File: config.mk
export PLATFORM = sky130hd
export DESIGN_NAME = adcsm_regs
export DESIGN_NICKNAME = d
export VERILOG_FILES = /design/src/pkg/adcsm_pkg.sv /design/src/rtl/adcsm_sync.sv /design/src/rtl/adcsm_regs.sv
export VERILOG_INCLUDE_DIRS = /design/src /design/src/pkg
export SDC_FILE = /design/constraint.sdc
export NUM_CORES = 1
export LEC_CHECK = 0
export BUFFER_PORTS_ARGS = -buffer_cell sky130_fd_sc_hd__buf_2
export CORE_MARGIN = 3
export CORE_UTILIZATION = 55
export DETAILED_ROUTE_END_ITERATION = 12
export HOLD_SLACK_MARGIN = 0.02
export PLACE_DENSITY = 0.86
export SYNTH_ARGS = -nofsm -noshare
export SYNTH_HDL_FRONTEND = slang
export SYNTH_SLANG_ARGS = --single-unit
export TNS_END_PERCENT = 30
File: constraint.sdc
create_clock -name i_sys_clk -period 6.2 [get_ports i_sys_clk]
set_clock_uncertainty 0.2 [all_clocks]
set_input_delay 0.31 -clock i_sys_clk [delete_from_list [all_inputs] [get_ports i_sys_clk]]
set_output_delay 0.31 -clock i_sys_clk [all_outputs]
set_load 0.01 [all_outputs]
File: src/pkg/adcsm_cfg.svh
`ifndef ADCSM_CFG_SVH
`define ADCSM_CFG_SVH

// Register address codes carried in the command byte.
`define ADCSM_ADDR_STAT  3'h0
`define ADCSM_ADDR_MODE  3'h1
`define ADCSM_ADDR_DATA  3'h3

// Command byte field positions.
`define ADCSM_CMD_WEN    7
`define ADCSM_CMD_RD     6
`define ADCSM_CMD_ADDR_HI 5
`define ADCSM_CMD_ADDR_LO 3

// Reset values.
`define ADCSM_MODE_RST   24'h080060
`define ADCSM_STAT_RST   8'h80

// Mode register field positions.
`define ADCSM_MODE_OPM_HI 23
`define ADCSM_MODE_OPM_LO 21
`define ADCSM_MODE_DSTA  20
`define ADCSM_MODE_CLK_HI 19
`define ADCSM_MODE_CLK_LO 18
`define ADCSM_MODE_AVG_HI 17
`define ADCSM_MODE_AVG_LO 16
`define ADCSM_MODE_THIRD_ORDER_FILTER_SELECT 15
`define ADCSM_MODE_ZERO  14
`define ADCSM_MODE_PAR   13
`define ADCSM_MODE_HALVE 12
`define ADCSM_MODE_SINGLE 11
`define ADCSM_MODE_SIXTY_HZ_NOTCH_ENABLE 10
`define ADCSM_MODE_FS_HI 9
`define ADCSM_MODE_FS_LO 0
`define ADCSM_MODE_MASK  24'hffbfff

// Serial frame lengths in bits.
`define ADCSM_LEN_CMD    6'h08
`define ADCSM_LEN_STAT   6'h08
`define ADCSM_LEN_WORD   6'h18
`define ADCSM_LEN_DSTA   6'h20

`endif

File: src/pkg/adcsm_pkg.sv
package adcsm_pkg;

    typedef enum logic [1:0] {
        ST_COMM,
        ST_WR,
        ST_RD
    } adcsm_state_t;

endpackage : adcsm_pkg

File: src/rtl/adcsm_sync.sv
`timescale 1ns/100ps

// Two-flop synchroniser for the serial pins; idles high like the pins.
module adcsm_sync (
    input  wire logic       i_sys_clk,
    input  wire logic       i_rst,
    input  wire logic [2:0] i_async,
    output logic      [2:0] o_sync
);

    logic [2:0] meta_reg;
    logic [2:0] sync_reg;

    always_ff @(posedge i_sys_clk) begin
        if (i_rst) begin
            meta_reg <= 3'h7;
            sync_reg <= 3'h7;
        end else begin
            meta_reg <= i_async;
            sync_reg <= meta_reg;
        end
    end

    assign o_sync = sync_reg;

endmodule : adcsm_sync

File: src/rtl/adcsm_regs.sv
`timescale 1ns/100ps
`include "adcsm_cfg.svh"

module adcsm_regs (
    input  wire logic        i_sys_clk,
    input  wire logic        i_rst,
    input  wire logic        i_sclk,
    input  wire logic        i_cs_n,
    input  wire logic        i_din,
    output logic             o_dout,
    input  wire logic        i_conv_valid,
    input  wire logic [23:0] i_conv_data,
    input  wire logic [3:0]  i_conv_chan,
    input  wire logic        i_conv_err,
    input  wire logic        i_conv_over,
    input  wire logic        i_ref_low,
    input  wire logic        i_ref_det_en,
    output logic [23:0]      o_mode_ctrl,
    output logic             o_filt_reset,
    output logic             o_data_ready
);

    function automatic logic [5:0] xfer_len(input logic [2:0] addr,
                                            input logic       rd,
                                            input logic       dsta);
        if (rd && addr == `ADCSM_ADDR_STAT) begin
            xfer_len = `ADCSM_LEN_STAT;
        end else if (rd && addr == `ADCSM_ADDR_DATA && dsta) begin
            xfer_len = `ADCSM_LEN_DSTA;
        end else begin
            xfer_len = `ADCSM_LEN_WORD;
        end
    endfunction : xfer_len

    // Read words are left aligned so the shifter always sends bit 31 first.
    function automatic logic [31:0] read_word(input logic [2:0]  addr,
                                              input logic [7:0]  stat,
                                              input logic [23:0] mode,
                                              input logic [23:0] data);
        if (addr == `ADCSM_ADDR_STAT) begin
            read_word = {stat, 24'h000000};
        end else if (addr == `ADCSM_ADDR_MODE) begin
            read_word = {mode, 8'h00};
        end else if (addr == `ADCSM_ADDR_DATA) begin
            read_word = {data, stat};
        end else begin
            read_word = 32'h00000000;
        end
    endfunction : read_word

    logic [2:0]                sync_w;
    logic                      sclk_s;
    logic                      csn_s;
    logic                      din_s;
    logic                      sclk_d_reg;
    logic                      rise;
    logic                      fall;
    adcsm_pkg::adcsm_state_t   state_reg,  state_next;
    logic [5:0]                cnt_reg,    cnt_next;
    logic [5:0]                len_reg,    len_next;
    logic [2:0]                addr_reg,   addr_next;
    logic [23:0]               rx_reg,     rx_next;
    logic [31:0]               tx_reg,     tx_next;
    logic                      dout_reg,   dout_next;
    logic                      mode_wr;
    logic                      data_rd_done;
    logic [23:0]               wr_val;
    logic [23:0]               mode_reg,   mode_next;
    logic [23:0]               data_reg,   data_next;
    logic                      rdy_reg,    rdy_next;
    logic                      err_reg,    err_next;
    logic                      missing_reference_flag_reg,  missing_reference_flag_next;
    logic                      par_reg,    par_next;
    logic [3:0]                chan_reg,   chan_next;
    logic                      filt_reg,   filt_next;
    logic [7:0]                status;

    adcsm_sync u_sync (
        .i_sys_clk (i_sys_clk),
        .i_rst     (i_rst),
        .i_async   ({i_sclk, i_cs_n, i_din}),
        .o_sync    (sync_w)
    );

    assign sclk_s = sync_w[2];
    assign csn_s  = sync_w[1];
    assign din_s  = sync_w[0];
    assign rise   = sclk_s & ~sclk_d_reg;
    assign fall   = ~sclk_s & sclk_d_reg;
    assign status = {rdy_reg, err_reg, missing_reference_flag_reg, par_reg, chan_reg};
    assign wr_val = {rx_reg[22:0], din_s} & `ADCSM_MODE_MASK;

    // Serial engine: sample on rising SCLK, shift out on falling SCLK.
    always_comb begin
        state_next   = state_reg;
        cnt_next     = cnt_reg;
        len_next     = len_reg;
        addr_next    = addr_reg;
        rx_next      = rx_reg;
        tx_next      = tx_reg;
        dout_next    = dout_reg;
        mode_wr      = 1'b0;
        data_rd_done = 1'b0;
        if (csn_s) begin
            state_next = adcsm_pkg::ST_COMM;
            cnt_next   = 6'h00;
        end else if (rise) begin
            rx_next  = {rx_reg[22:0], din_s};
            cnt_next = cnt_reg + 6'h01;
            case (state_reg)
                adcsm_pkg::ST_COMM: begin
                    if (cnt_next == `ADCSM_LEN_CMD) begin
                        cnt_next  = 6'h00;
                        addr_next = rx_next[`ADCSM_CMD_ADDR_HI:
                                            `ADCSM_CMD_ADDR_LO];
                        // A command with the write-enable bit high is dropped.
                        if (!rx_next[`ADCSM_CMD_WEN]) begin
                            if (rx_next[`ADCSM_CMD_RD]) begin
                                state_next = adcsm_pkg::ST_RD;
                                len_next   = xfer_len(addr_next, 1'b1,
                                    mode_reg[`ADCSM_MODE_DSTA]);
                                tx_next    = read_word(addr_next, status,
                                    mode_reg, data_reg);
                            end else if (addr_next != `ADCSM_ADDR_STAT) begin
                                state_next = adcsm_pkg::ST_WR;
                                len_next   = xfer_len(addr_next, 1'b0, 1'b0);
                            end
                        end
                    end
                end
                adcsm_pkg::ST_WR: begin
                    if (cnt_next == len_reg) begin
                        state_next = adcsm_pkg::ST_COMM;
                        cnt_next   = 6'h00;
                        mode_wr    = (addr_reg == `ADCSM_ADDR_MODE);
                    end
                end
                adcsm_pkg::ST_RD: begin
                    if (cnt_next == len_reg) begin
                        state_next   = adcsm_pkg::ST_COMM;
                        cnt_next     = 6'h00;
                        data_rd_done = (addr_reg == `ADCSM_ADDR_DATA);
                    end
                end
                default: begin
                    state_next = adcsm_pkg::ST_COMM;
                end
            endcase
        end else if (fall && state_reg == adcsm_pkg::ST_RD) begin
            dout_next = tx_reg[31];
            tx_next   = {tx_reg[30:0], 1'b0};
        end
    end

    always_ff @(posedge i_sys_clk) begin
        if (i_rst) begin
            sclk_d_reg <= 1'b1;
            state_reg  <= adcsm_pkg::ST_COMM;
            cnt_reg    <= 6'h00;
            len_reg    <= 6'h00;
            addr_reg   <= 3'h0;
            rx_reg     <= 24'h000000;
            tx_reg     <= 32'h00000000;
            dout_reg   <= 1'b0;
        end else begin
            sclk_d_reg <= sclk_s;
            state_reg  <= state_next;
            cnt_reg    <= cnt_next;
            len_reg    <= len_next;
            addr_reg   <= addr_next;
            rx_reg     <= rx_next;
            tx_reg     <= tx_next;
            dout_reg   <= dout_next;
        end
    end

    // Register group. A mode write beats a finished conversion on the ready
    // flag, so a result that raced the write is never reported as fresh.
    always_comb begin
        logic       missing_reference_flag;
        logic [23:0] res;
        missing_reference_flag      = 1'b0;
        res        = i_conv_data;
        mode_next  = mode_reg;
        data_next  = data_reg;
        rdy_next   = rdy_reg;
        err_next   = err_reg;
        missing_reference_flag_next = missing_reference_flag_reg;
        par_next   = par_reg;
        chan_next  = chan_reg;
        filt_next  = mode_wr;
        if (i_conv_valid) begin
            missing_reference_flag = i_ref_det_en & i_ref_low;
            if (missing_reference_flag) begin
                res = 24'hffffff;
            end else if (i_conv_err) begin
                res = i_conv_over ? 24'hffffff : 24'h000000;
            end
            data_next  = res;
            err_next   = i_conv_err | missing_reference_flag;
            missing_reference_flag_next = missing_reference_flag;
            par_next   = mode_reg[`ADCSM_MODE_PAR] & (^res);
            chan_next  = i_conv_chan;
            rdy_next   = 1'b0;
        end else if (data_rd_done) begin
            rdy_next = 1'b1;
        end
        if (mode_wr) begin
            mode_next = wr_val;
            rdy_next  = 1'b1;
        end
    end

    always_ff @(posedge i_sys_clk) begin
        if (i_rst) begin
            mode_reg  <= `ADCSM_MODE_RST;
            data_reg  <= 24'h000000;
            rdy_reg   <= |(`ADCSM_STAT_RST & 8'h80);
            err_reg   <= 1'b0;
            missing_reference_flag_reg <= 1'b0;
            par_reg   <= 1'b0;
            chan_reg  <= 4'h0;
            filt_reg  <= 1'b0;
        end else begin
            mode_reg  <= mode_next;
            data_reg  <= data_next;
            rdy_reg   <= rdy_next;
            err_reg   <= err_next;
            missing_reference_flag_reg <= missing_reference_flag_next;
            par_reg   <= par_next;
            chan_reg  <= chan_next;
            filt_reg  <= filt_next;
        end
    end

    assign o_mode_ctrl  = mode_reg;
    assign o_filt_reset = filt_reg;
    assign o_data_ready = ~rdy_reg;
    assign o_dout       = dout_reg;
endmodule : adcsm_regs

* Word-level counts from Yosys, hierarchy flattened
Cells that the tools add are included.
** Storage, ports and cells
- Register bits after elaboration :: 136
- Latch bits :: 0
- RAM bits :: 0
- ROM bits :: 0
- Input bits :: 38
- Output and inout bits :: 27
- Word-level logic and storage cells :: 100
- Memories kept :: 0
** Cells by class
- $add $sub $neg :: 1
- Multiply operators :: 0
- Divide/modulo/power cells :: 0
- Magnitude comparators :: 0
- Eq/ne operators :: 16
- Shift operators :: 0
- Mux-type cells :: 36
- Bitwise gates (word level) :: 11
- Reductions and logical operators :: 18
** Operators with widths (number)
- $mux W32 :: 9
- $mux W24 :: 4
- $mux W6 :: 6
- $reduce_xor A24 Y1 :: 1
- $pmux W6 S2 :: 1
- $reduce_and A6 Y1 :: 2
- $mux W1 :: 10
- $mux W2 :: 5
- $ne A2 B1 Y1 const B :: 4
- $add A6 B1 Y6 const B :: 1
- $eq A3 B1 Y1 const B :: 2
- $eq A3 B2 Y1 const B :: 2
- $eq A6 B4 Y1 const B :: 1
- $eq A6 B6 Y1 :: 1
- $ne A2 B2 Y1 const B :: 3
- $not A1 Y1 :: 6
- $reduce_bool A2 Y1 :: 3
- $reduce_or A2 Y1 :: 3
- $reduce_and A5 Y1 :: 1
- $and A1 B1 Y1 :: 4
- $pmux W2 S2 :: 1
- $reduce_and A4 Y1 :: 1
- $logic_not A3 Y1 :: 1
- $ne A3 B3 Y1 const B :: 1
- 8 further kinds :: 9

* Longest topological paths before layout
Gate-level depths: netlist (run 1).
- Word-level depth :: 9
- Mapped depth :: 10
- Gate-level depth less buffers :: 7

* By module
From an unflattened synthesis (run 1), not the netlist that was laid out.
** Second synthesis, totals
- Cells, all modules :: 672
- Area, all modules :: 5911.9 µm²
** Modules (own cells, without submodules)
- adcsm_regs :: instances 1, cells an instance 660, area each 5754.3 µm², seq. area each 2542.4 µm²
- adcsm_sync :: instances 1, cells an instance 12, area each 157.7 µm², seq. area each 120.1 µm²

* Worst setup path before layout (run 1)
No wires, ideal clock.
- Kind :: flip-flop to flip-flop
- From :: register cnt_reg[3]
- To :: register mode_reg[15] (netlist: o_mode_ctrl[15])
- Library setup time :: 128 ps
- Data arrival time :: 1935 ps
- Data required time :: 5872 ps
- Setup slack :: 3938 ps
- Stages on the path, launching flop included :: 8
- Buffers on the path :: 2
- Cells stage by stage :: dfxtp_1 buf_6 nand3_2 or3_4 a2111oi_4 buf_6 mux2i_1 nor2_1
** Between the ends
- Cells in the longest elaborated chain, start to end :: 6
** Ends and longest elaborated chain
- start: declaration :: line adcsm_regs.sv:59 : logic [5:0] cnt_reg, cnt_next;
- start signal: assignment :: line adcsm_regs.sv:168 : cnt_reg <= cnt_next;
- $add A6 B1 Y6 :: line adcsm_regs.sv:109 : cnt_next = cnt_reg + 6'h01;
- $eq A6 B6 Y1 :: line adcsm_regs.sv:132 : if (cnt_next == len_reg) begin
- $mux W1 :: line adcsm_regs.sv:132
- $mux W1 :: line adcsm_regs.sv:110 : case (state_reg)
- $mux W1 :: line adcsm_regs.sv:107 : end else if (rise) begin
- $mux W1 :: line adcsm_regs.sv:104 : if (csn_s) begin
- end signal: assignment :: line adcsm_regs.sv:216 : mode_reg <= `ADCSM_MODE_RST;
- end signal: assignment :: line adcsm_regs.sv:225 : mode_reg <= mode_next;
- end: declaration :: line adcsm_regs.sv:68 : logic [23:0] mode_reg, mode_next;
Every way passes these cells.
A chain may end at the register's enable or synchronous reset.

* Worst setup path in the final report (run 1)
- From :: register u_sync.sync_reg[2] (netlist: u_sync.o_sync[2])
- To :: register tx_reg[1]
** Between the ends
- Cells in the longest elaborated chain, start to end :: 5
- Elaborated cells on any way between the ends :: 11
** Ends and longest elaborated chain
- start: declaration :: line adcsm_sync.sv:12 : logic [2:0] sync_reg;
- start signal: assignment :: line adcsm_sync.sv:20 : sync_reg <= meta_reg;
- $not A1 Y1 :: line adcsm_regs.sv:89 : assign fall = ~sclk_s & sclk_d_reg;
- $and A1 B1 Y1 :: line adcsm_regs.sv:89
- $logic_and A1 B1 Y1 :: line adcsm_regs.sv:149 : end else if (fall && state_reg == adcsm_pkg::ST_RD) begin
- $reduce_bool A2 Y1 (no source line)
- $reduce_and A6 Y1 (no source line)
- end signal: assignment :: line adcsm_regs.sv:172 : tx_reg <= tx_next;
- end: declaration :: line adcsm_regs.sv:63 : logic [31:0] tx_reg, tx_next;
Several ways; a longest one is shown, not always the timed one.

==> summary.md, run 1 <==
| Metric | Value |
|---|---|
| FP Rows | 37 |
| Syn nets | 726 |
| Overall Power | 0.00191 W |
| Routed Antenna Nets | 0 |
| Pin count of the biggest net entering global routing | 75 |
| Crit. End Element | flip-flop |
| VDD IR-drop max | 0.235 mV |
| Io pins | 65 |
| DP HPWL | 9830 microns |
| # Max-Cap Violations | 0 |
| Cell count of the worst hold path | 3 |
| RSZ-0062 raised after global routing | no |
| Slew HR | 0.271 |
| Distinct cells, synth | 52 |
| Pre-CTS setup slack | 2.66 ns |
| GR Overflow Total | 0 |
| Core box area | 10500 sq um |
| Setup slack, reg-to-reg | 2.55 ns |
| Synthesized netlist cell count | 683 |
| Routed vias | 5527 |
| Drt wl/cell | 19.4 microns |
| Final Cycle Share | 0.589 |
| Critical Path Max Stage Delay | 0.89 ns |
| Starting Density | 0.575 |
| Hold wc startpoint | i_conv_err |
| Seq/Total Area, Yosys | 0.440 |
| Gr usage total | 0.277 |
| Worst skew pair latency | 0.53 ns |
| Ys flop type | dfxtp_1 |
| Die X | 111 microns |
| Final hold viol count | 0 |
| Synthesis-stage register bit count | 133 |
| Critical path peak fanout | 35 |
| Status | completed |
| Nets | 793 |
| Area grow syn2layout | 19.3% |
| Crit-path cells | or3b_1 -> nor3_1 -> and4_1 -> buf_4 -> or2_1 -> a211oi_1 |
| TritonCTS clock tree | yes |
| Total CTS buffers | 17 |
| Worst Hold Class | primary input to flip-flop |
| CTS Root Buffer Type | clkbuf_8 |
| DRT Wirelength | 17400 microns |
| CTS clk-pin slew, worst paths | 0.06 ns |
| Reg2Reg Capture Point | tx_reg[1] |
| Worst Tran Pin Value | 1.09 ns |
| Startpoint types | flip-flop |
| GP Congestion | 0.881 |
| Sink Count | 133 |
| WP data required | 6.35 ns |
| Share of cells above drive strength 1 | 0.154 |
| Fmax | 274 MHz |
| Via density | 6.16 |
| Die ar. | 12300 sq um |
| Vias in the first global route | 5384 |
| I/O Buffers | 63 |
| Worst reg2reg path depth | 6 |
| Worst r2r src | u_sync.o_sync[2] |
| Cts repair resizes | 0 |
| Max-slew violation count | 0 |
| Top cell type's share of synthesized area | 0.440 |
| Filler Cell Count | 693 |
| Slowest cell on the critical path | or2_1 |
| Commonest cells post-synth | dfxtp_1, nor2_1, nand2_1, a211oi_1, a21oi_1 |
| Vert. Die Dim | 111 microns |
| Antenna violations before repair | 1 |
| Pre-antenna DRT Iters | 8 |
| Arrival time worst endpoint | 3.80 ns |
| Final Setup Violations | 0 |
| Fraction of registers with async set/reset | 0 |
| Post-synthesis average cell area | 8.85 sq um |
| First-pass GRT wire length | 27500 microns |
| DR iter-0 viols | 665 |
| Number of synthesized flops with an enable pin | 0 |
| Area leader, netlist | dfxtp_1 |
| Setup ws final | 2.55 ns |
| Ys Warns | 0 |
| Max reg flops | 32 |
| Setup tns final | 0 ns |
| CTS Buffer Depth | 2 |
| Mapped cell area | 6050 sq um |
| PwrDens | 265 nW/um^2 |
| Crit Path Class | flip-flop to flip-flop |
| Endpoint of the worst hold path | err_reg |
| H-tree Lvls | 4 |
| Main area contributors after synthesis | dfxtp_1, mux2i_1, a211oi_1 |
| Final Core Density | 0.687 |
| DRC viols | 0 |
| Min cycle time layout | 3.65 ns |
| Lkg Pwr | 2.59 nW |
| Count leader, synth | dfxtp_1 |
## metal layers
layer  track usage  up-vias  wire [microns]
li1              -     2541               -
met1         0.327     2632            6910
met2         0.466      291            8510
met3        0.0650       63            1140
met4         0.144        0             852
met5             0        -               0
## final cells by class
cell class | instances | area (sq um) | area share
inverter | 9 | 33.8 | 0.00468
clock buffer | 26 | 498 | 0.0690
multi-input combinational | 483 | 3100 | 0.430
timing repair buffer | 106 | 728 | 0.101
sequential | 133 | 2660 | 0.369
tap | 136 | 170 | 0.0236
antenna | 1 | 2.50 | 0.000347
clock inverter | 3 | 20.0 | 0.00277
## how the worst max path moves through the flow
stage,cells after the start,to,start
after floorplan,7,o_mode_ctrl[15],cnt_reg[3]
after global placement,6,tx_reg[1],u_sync.o_sync[2]
after detailed placement,6,tx_reg[1],u_sync.o_sync[2]
after CTS,6,tx_reg[1],u_sync.o_sync[2]
after global routing,6,tx_reg[25],u_sync.o_sync[2]
final,6,tx_reg[1],u_sync.o_sync[2]
## per-stage QoR
step / hold WS [ns] / area, sq um / std cells
detailed placement: 0.198 / 6340 / 832
global route: 0.184 / 7210 / 897
CTS: 0.0991 / 7210 / 896
finish: 0.167 / 7210 / 897
floorplan: 0.189 / 6050 / 683
global placement: 0.191 / 6340 / 832
## worst max-delay path, delay by kind of cell (launching register included)
kind	cells	cell delay, ns
compound gates	1	0.20
simple gates	4	2.27
buf+inv	1	0.34
flops	1	0.44
## kinds of logic after synthesis
| kind of cell | after synthesis | synth area share |
|---|---|---|
| AND/OR/NAND/NOR | 243 | 0.190 |
| buffers and inverters | 67 | 0.0497 |
| other | 1 | 0.000620 |
| AO/OA/AOI/OAI | 153 | 0.175 |
| multiplexers | 53 | 0.0892 |
| flip-flops | 133 | 0.440 |
| adder cells (fa/ha/maj) | 5 | 0.0103 |
| XOR/XNOR | 28 | 0.0451 |
## cells in the final DEF (no fill, tap or decap), types with 2 or more instances in the layout
cell type and instances:
nor2_1 78, clkbuf_1 4, nand4_1 5, clkbuf_8 6
a2111oi_0 2, dlygate4sd3_1 35, nor3_1 40, o21ai_0 4
a22oi_1 16, clkbuf_16 16, nand3b_1 2, a22o_1 8
clkinvlp_4 2, mux2_2 7, dfxtp_1 133, xnor3_1 2
buf_4 9, nor2b_1 4, buf_2 62, nand3_1 4
xnor2_1 22, nor4_1 2, xor2_1 4, mux2i_1 46
a31oi_1 4, a21oi_1 47, o211ai_1 3, inv_1 9
o32ai_1 3, nand2b_1 26, ha_1 5, and3_1 4
or2_2 8, a211oi_1 58, nand2_1 60
## where the power goes
group          internal (W)  leakage (nW)  switching, W
Sequential         0.000872          1.08     0.0000121
Clock              0.000537         0.249      0.000350
Combinational     0.0000705          1.26     0.0000706
## what timing repair did
action                    4_1_cts  5_1_grt
setup buffers                   0        0
hold endpoints to repair       43        0
hold buffers                   35        0
No activity file was read; power rests on OpenSTA's default activity.
==> run 2, diff against run 1 <==
ABC_AREA = 1   (was not set)
clock period = 3.65 ns   (was 6.2 ns; I/O delays follow)
==> run 2 against run 1 <==
Routed wire length decreased by 4.7%. Critical path type unchanged. Critical path depth increased by 5. Cell count rose by 26%. Highest routed layer unchanged. Clock power increased by 88%. Core utilization shrank 1.0 points. Largest cell class unchanged.
==> summary.md, run 2 <==
| Metric | Value |
|---|---|
| Synthesized netlist cell count | 918 |
| Routed Antenna Nets | 0 |
| Vert. Die Dim | 114 microns |
| CP Launch Point | u_sync.o_sync[2] |
| Final Core Density | 0.677 |
| Distinct cells, synth | 41 |
| Lkg Pwr | 3.36 nW |
| Seq/Total Area, Yosys | 0.417 |
| I/O Buffers | 63 |
| Startpoint types | flip-flop |
| DP HPWL | 10700 microns |
| Main area contributors after synthesis | dfxtp_1, a21oi_1, nand2_1 |
| Worst Tran Pin Value | 1.10 ns |
| Total CTS buffers | 17 |
| Arrival time worst endpoint | 3.11 ns |
| GR Overflow Total | 0 |
| Clk network pwr share | 0.480 |
| Max-slew violation count | 0 |
| VDD IR-drop max | 0.340 mV |
| Most frequent cells in the layout | nand2_1, dfxtp_1, a21oi_1, inv_1, nor2_1 |
| Final Cycle Share | 0.818 |
| Hold slack | 0.0450 ns |
| Final Setup Violations | 0 |
| Switching Share | 0.250 |
| Cell count of the worst hold path | 7 |
| Status | completed |
| Ys flop type | dfxtp_1 |
| Setup tns final | 0 ns |
| Count leader, synth | nand2_1 |
| DRC viols | 0 |
| Setup slack, reg-to-reg | 0.66 ns |
| Final hold viol count | 0 |
| Pin count of the biggest net entering global routing | 72 |
| Vias in the first global route | 5617 |
| Core box area | 11100 sq um |
| Min cycle time layout | 2.99 ns |
| Worst reg2reg path depth | 11 |
| Ys Warns | 0 |
| H-tree Lvls | 4 |
| Pre-antenna DRT Iters | 10 |
| First-pass GRT wire length | 26700 microns |
| Reg2Reg Capture Point | o_mode_ctrl[5] |
| Hold wc startpoint | i_conv_data[15] |
| Gr usage total | 0.256 |
| Drt wl/cell | 14.7 microns |
| Area leader, netlist | dfxtp_1 |
| Routed vias | 6144 |
| Max reg flops | 32 |
| Number of synthesized flops with an enable pin | 0 |
| Critical path peak fanout | 38 |
| CTS clk-pin slew, worst paths | 0.06 ns |
| RSZ-0062 raised after global routing | no |
| WP data required | 3.77 ns |
| CTS Root Buffer Type | clkbuf_16 |
| Die X | 114 microns |
| Worst Hold Class | primary input to flip-flop |
| Nets | 1021 |
| GP Congestion | 0.866 |
| Reg power frac | 0.432 |
| DRT Wirelength | 16600 microns |
| Mapped cell area | 6390 sq um |
| Endpoint of the worst hold path | data_reg[15] |
| Worst r2r src | u_sync.o_sync[2] |
| DR iter-0 viols | 788 |
| Post-route cell area | 7490 sq um |
| PwrDens | 463 nW/um^2 |
| Fmax | 335 MHz |
| Diode count | 0 |
| Pre-CTS setup slack | 0.819 ns |
| Share of cells above drive strength 1 | 0.144 |
| FP Rows | 38 |
| Worst skew pair latency | 0.41 ns |
| Fraction of registers with async set/reset | 0 |
| Syn nets | 961 |
| Crit Path Class | flip-flop to flip-flop |
| Area grow syn2layout | 17.3% |
| Post-synthesis average cell area | 6.96 sq um |
| Cts repair resizes | 0 |
| Crit. End Element | flip-flop |
| Io pins | 65 |
| Cell internal pwr | 0.00260 W |
| Area after DPL | 6660 sq um |
| Commonest non-fill, non-tap cell in the layout | nand2_1 |
| NetSw | 0.000867 W |
| Antenna violations before repair | 0 |
| Setup ws final | 0.663 ns |
| Top cell type's share of synthesized area | 0.417 |
| TritonCTS clock tree | yes |
| Synthesis-stage register bit count | 133 |
| Commonest cells post-synth | nand2_1, dfxtp_1, a21oi_1, inv_1, nor2_1 |
| Slew HR | 0.265 |
| Comb power frac | 0.087 |
| Starting Density | 0.577 |
| # Max-Cap Violations | 0 |
| Via density | 5.43 |
| CTS Buffer Depth | 2 |
| Sink Count | 133 |
| Die ar. | 12900 sq um |
[run 2: changes by cell type in the layout (fill, tap and decap cells not counted), moves of 11 or more]
cell | before | now
nand2_1 | 60 | 172
inv_1 | 9 | 120
a21oi_1 | 47 | 129
o21ai_0 | 4 | 75
a211oi_1 | 58 | 4
mux2i_1 | 46 | 5
nor3_1 | 40 | 6
o22ai_1 | 1 | 33
nand3_1 | 4 | 35
nand2b_1 | 26 | 0
xnor2_1 | 22 | 2
a22oi_1 | 16 | 0
inv_2 | 0 | 11
nand2_2 | 0 | 11
[run 2: layout make-up]
type / instances / area [sq um]
Inverter: 133 / 499
Multi-Input combinational cell: 601 / 2980
Clock inverter: 14 / 153
Clock buffer: 18 / 429
Timing Repair Buffer: 92 / 596
Fill cell: 861 / 3580
Tap cell: 140 / 175
Sequential cell: 133 / 2660
[run 2: per-stage QoR]
| step | std cells | power, W |
|---|---|---|
| after floorplan | 918 | 0.00174 |
| after global placement | 1074 | 0.00180 |
| after detailed placement | 1074 | 0.00181 |
| after CTS | 1131 | 0.00347 |
| after global routing | 1131 | 0.00358 |
| final | 1131 | 0.00347 |
[run 2: cells by family (layout without fill, tap and decap cells)]
family                     after synthesis  count (layout)  share of synthesized area
and+or+nand+nor                        330             330                      0.228
AOI/OAI and AO/OA                      256             256                      0.213
buffers and inverters                  184             257                      0.117
DFF                                    133             133                      0.417
adders and majority gates                5               5                    0.00979
muxes                                    5               5                    0.00783
xor gates and xnor gates                 4               4                    0.00666
other                                    1               1                   0.000587
[run 2: timing repair]
| item | 4_1_cts | 5_1_grt |
|---|---|---|
| setup buffers | 0 | 0 |
| endpoints found under the hold margin | 25 | 0 |
| hold buffers | 25 | 0 |
[run 2: critical path, stage by stage, from the launching register on]
cell	delay, ns
dfxtp_1	0.35
inv_2	0.06
nor2_4	0.21
inv_2	0.07
nor2_2	0.08
buf_4	0.31
inv_1	0.28
nor2_1	0.23
nand2_1	0.08
nand2_1	0.57
inv_1	0.21
a21oi_1	0.24
[run 2: power by group through the flow]
| stage | Sequential (W) | Combinational [W] | Clock, W |
|---|---|---|---|
| after global routing | 0.00150 | 0.000344 | 0.00173 |
| after detailed placement | 0.00153 | 0.000275 | 0 |
| after floorplan | 0.00152 | 0.000214 | 0 |
| after CTS | 0.00150 | 0.000298 | 0.00167 |
| after global placement | 0.00153 | 0.000268 | 0 |
| final | 0.00150 | 0.000303 | 0.00167 |
[run 2: layer usage]
metal  vias up  part of all wire  global-route usage
li1       3111                 -                   -
met2       234              0.49               0.442
met4         0             0.014              0.0681
met3        19             0.067              0.0472
met5         -                 0                   0
met1      2780              0.43               0.330
[run 2: how the worst max path moves through the flow]
stage                     endpoint  slack (ns)  cells past startpoint
global placement    o_mode_ctrl[6]        0.94                     11
detailed placement  o_mode_ctrl[5]        0.82                     11
global route        o_mode_ctrl[5]        0.41                     11
CTS                 o_mode_ctrl[5]        0.73                     11
floorplan           o_mode_ctrl[0]        1.62                     13
finish              o_mode_ctrl[5]        0.66                     11
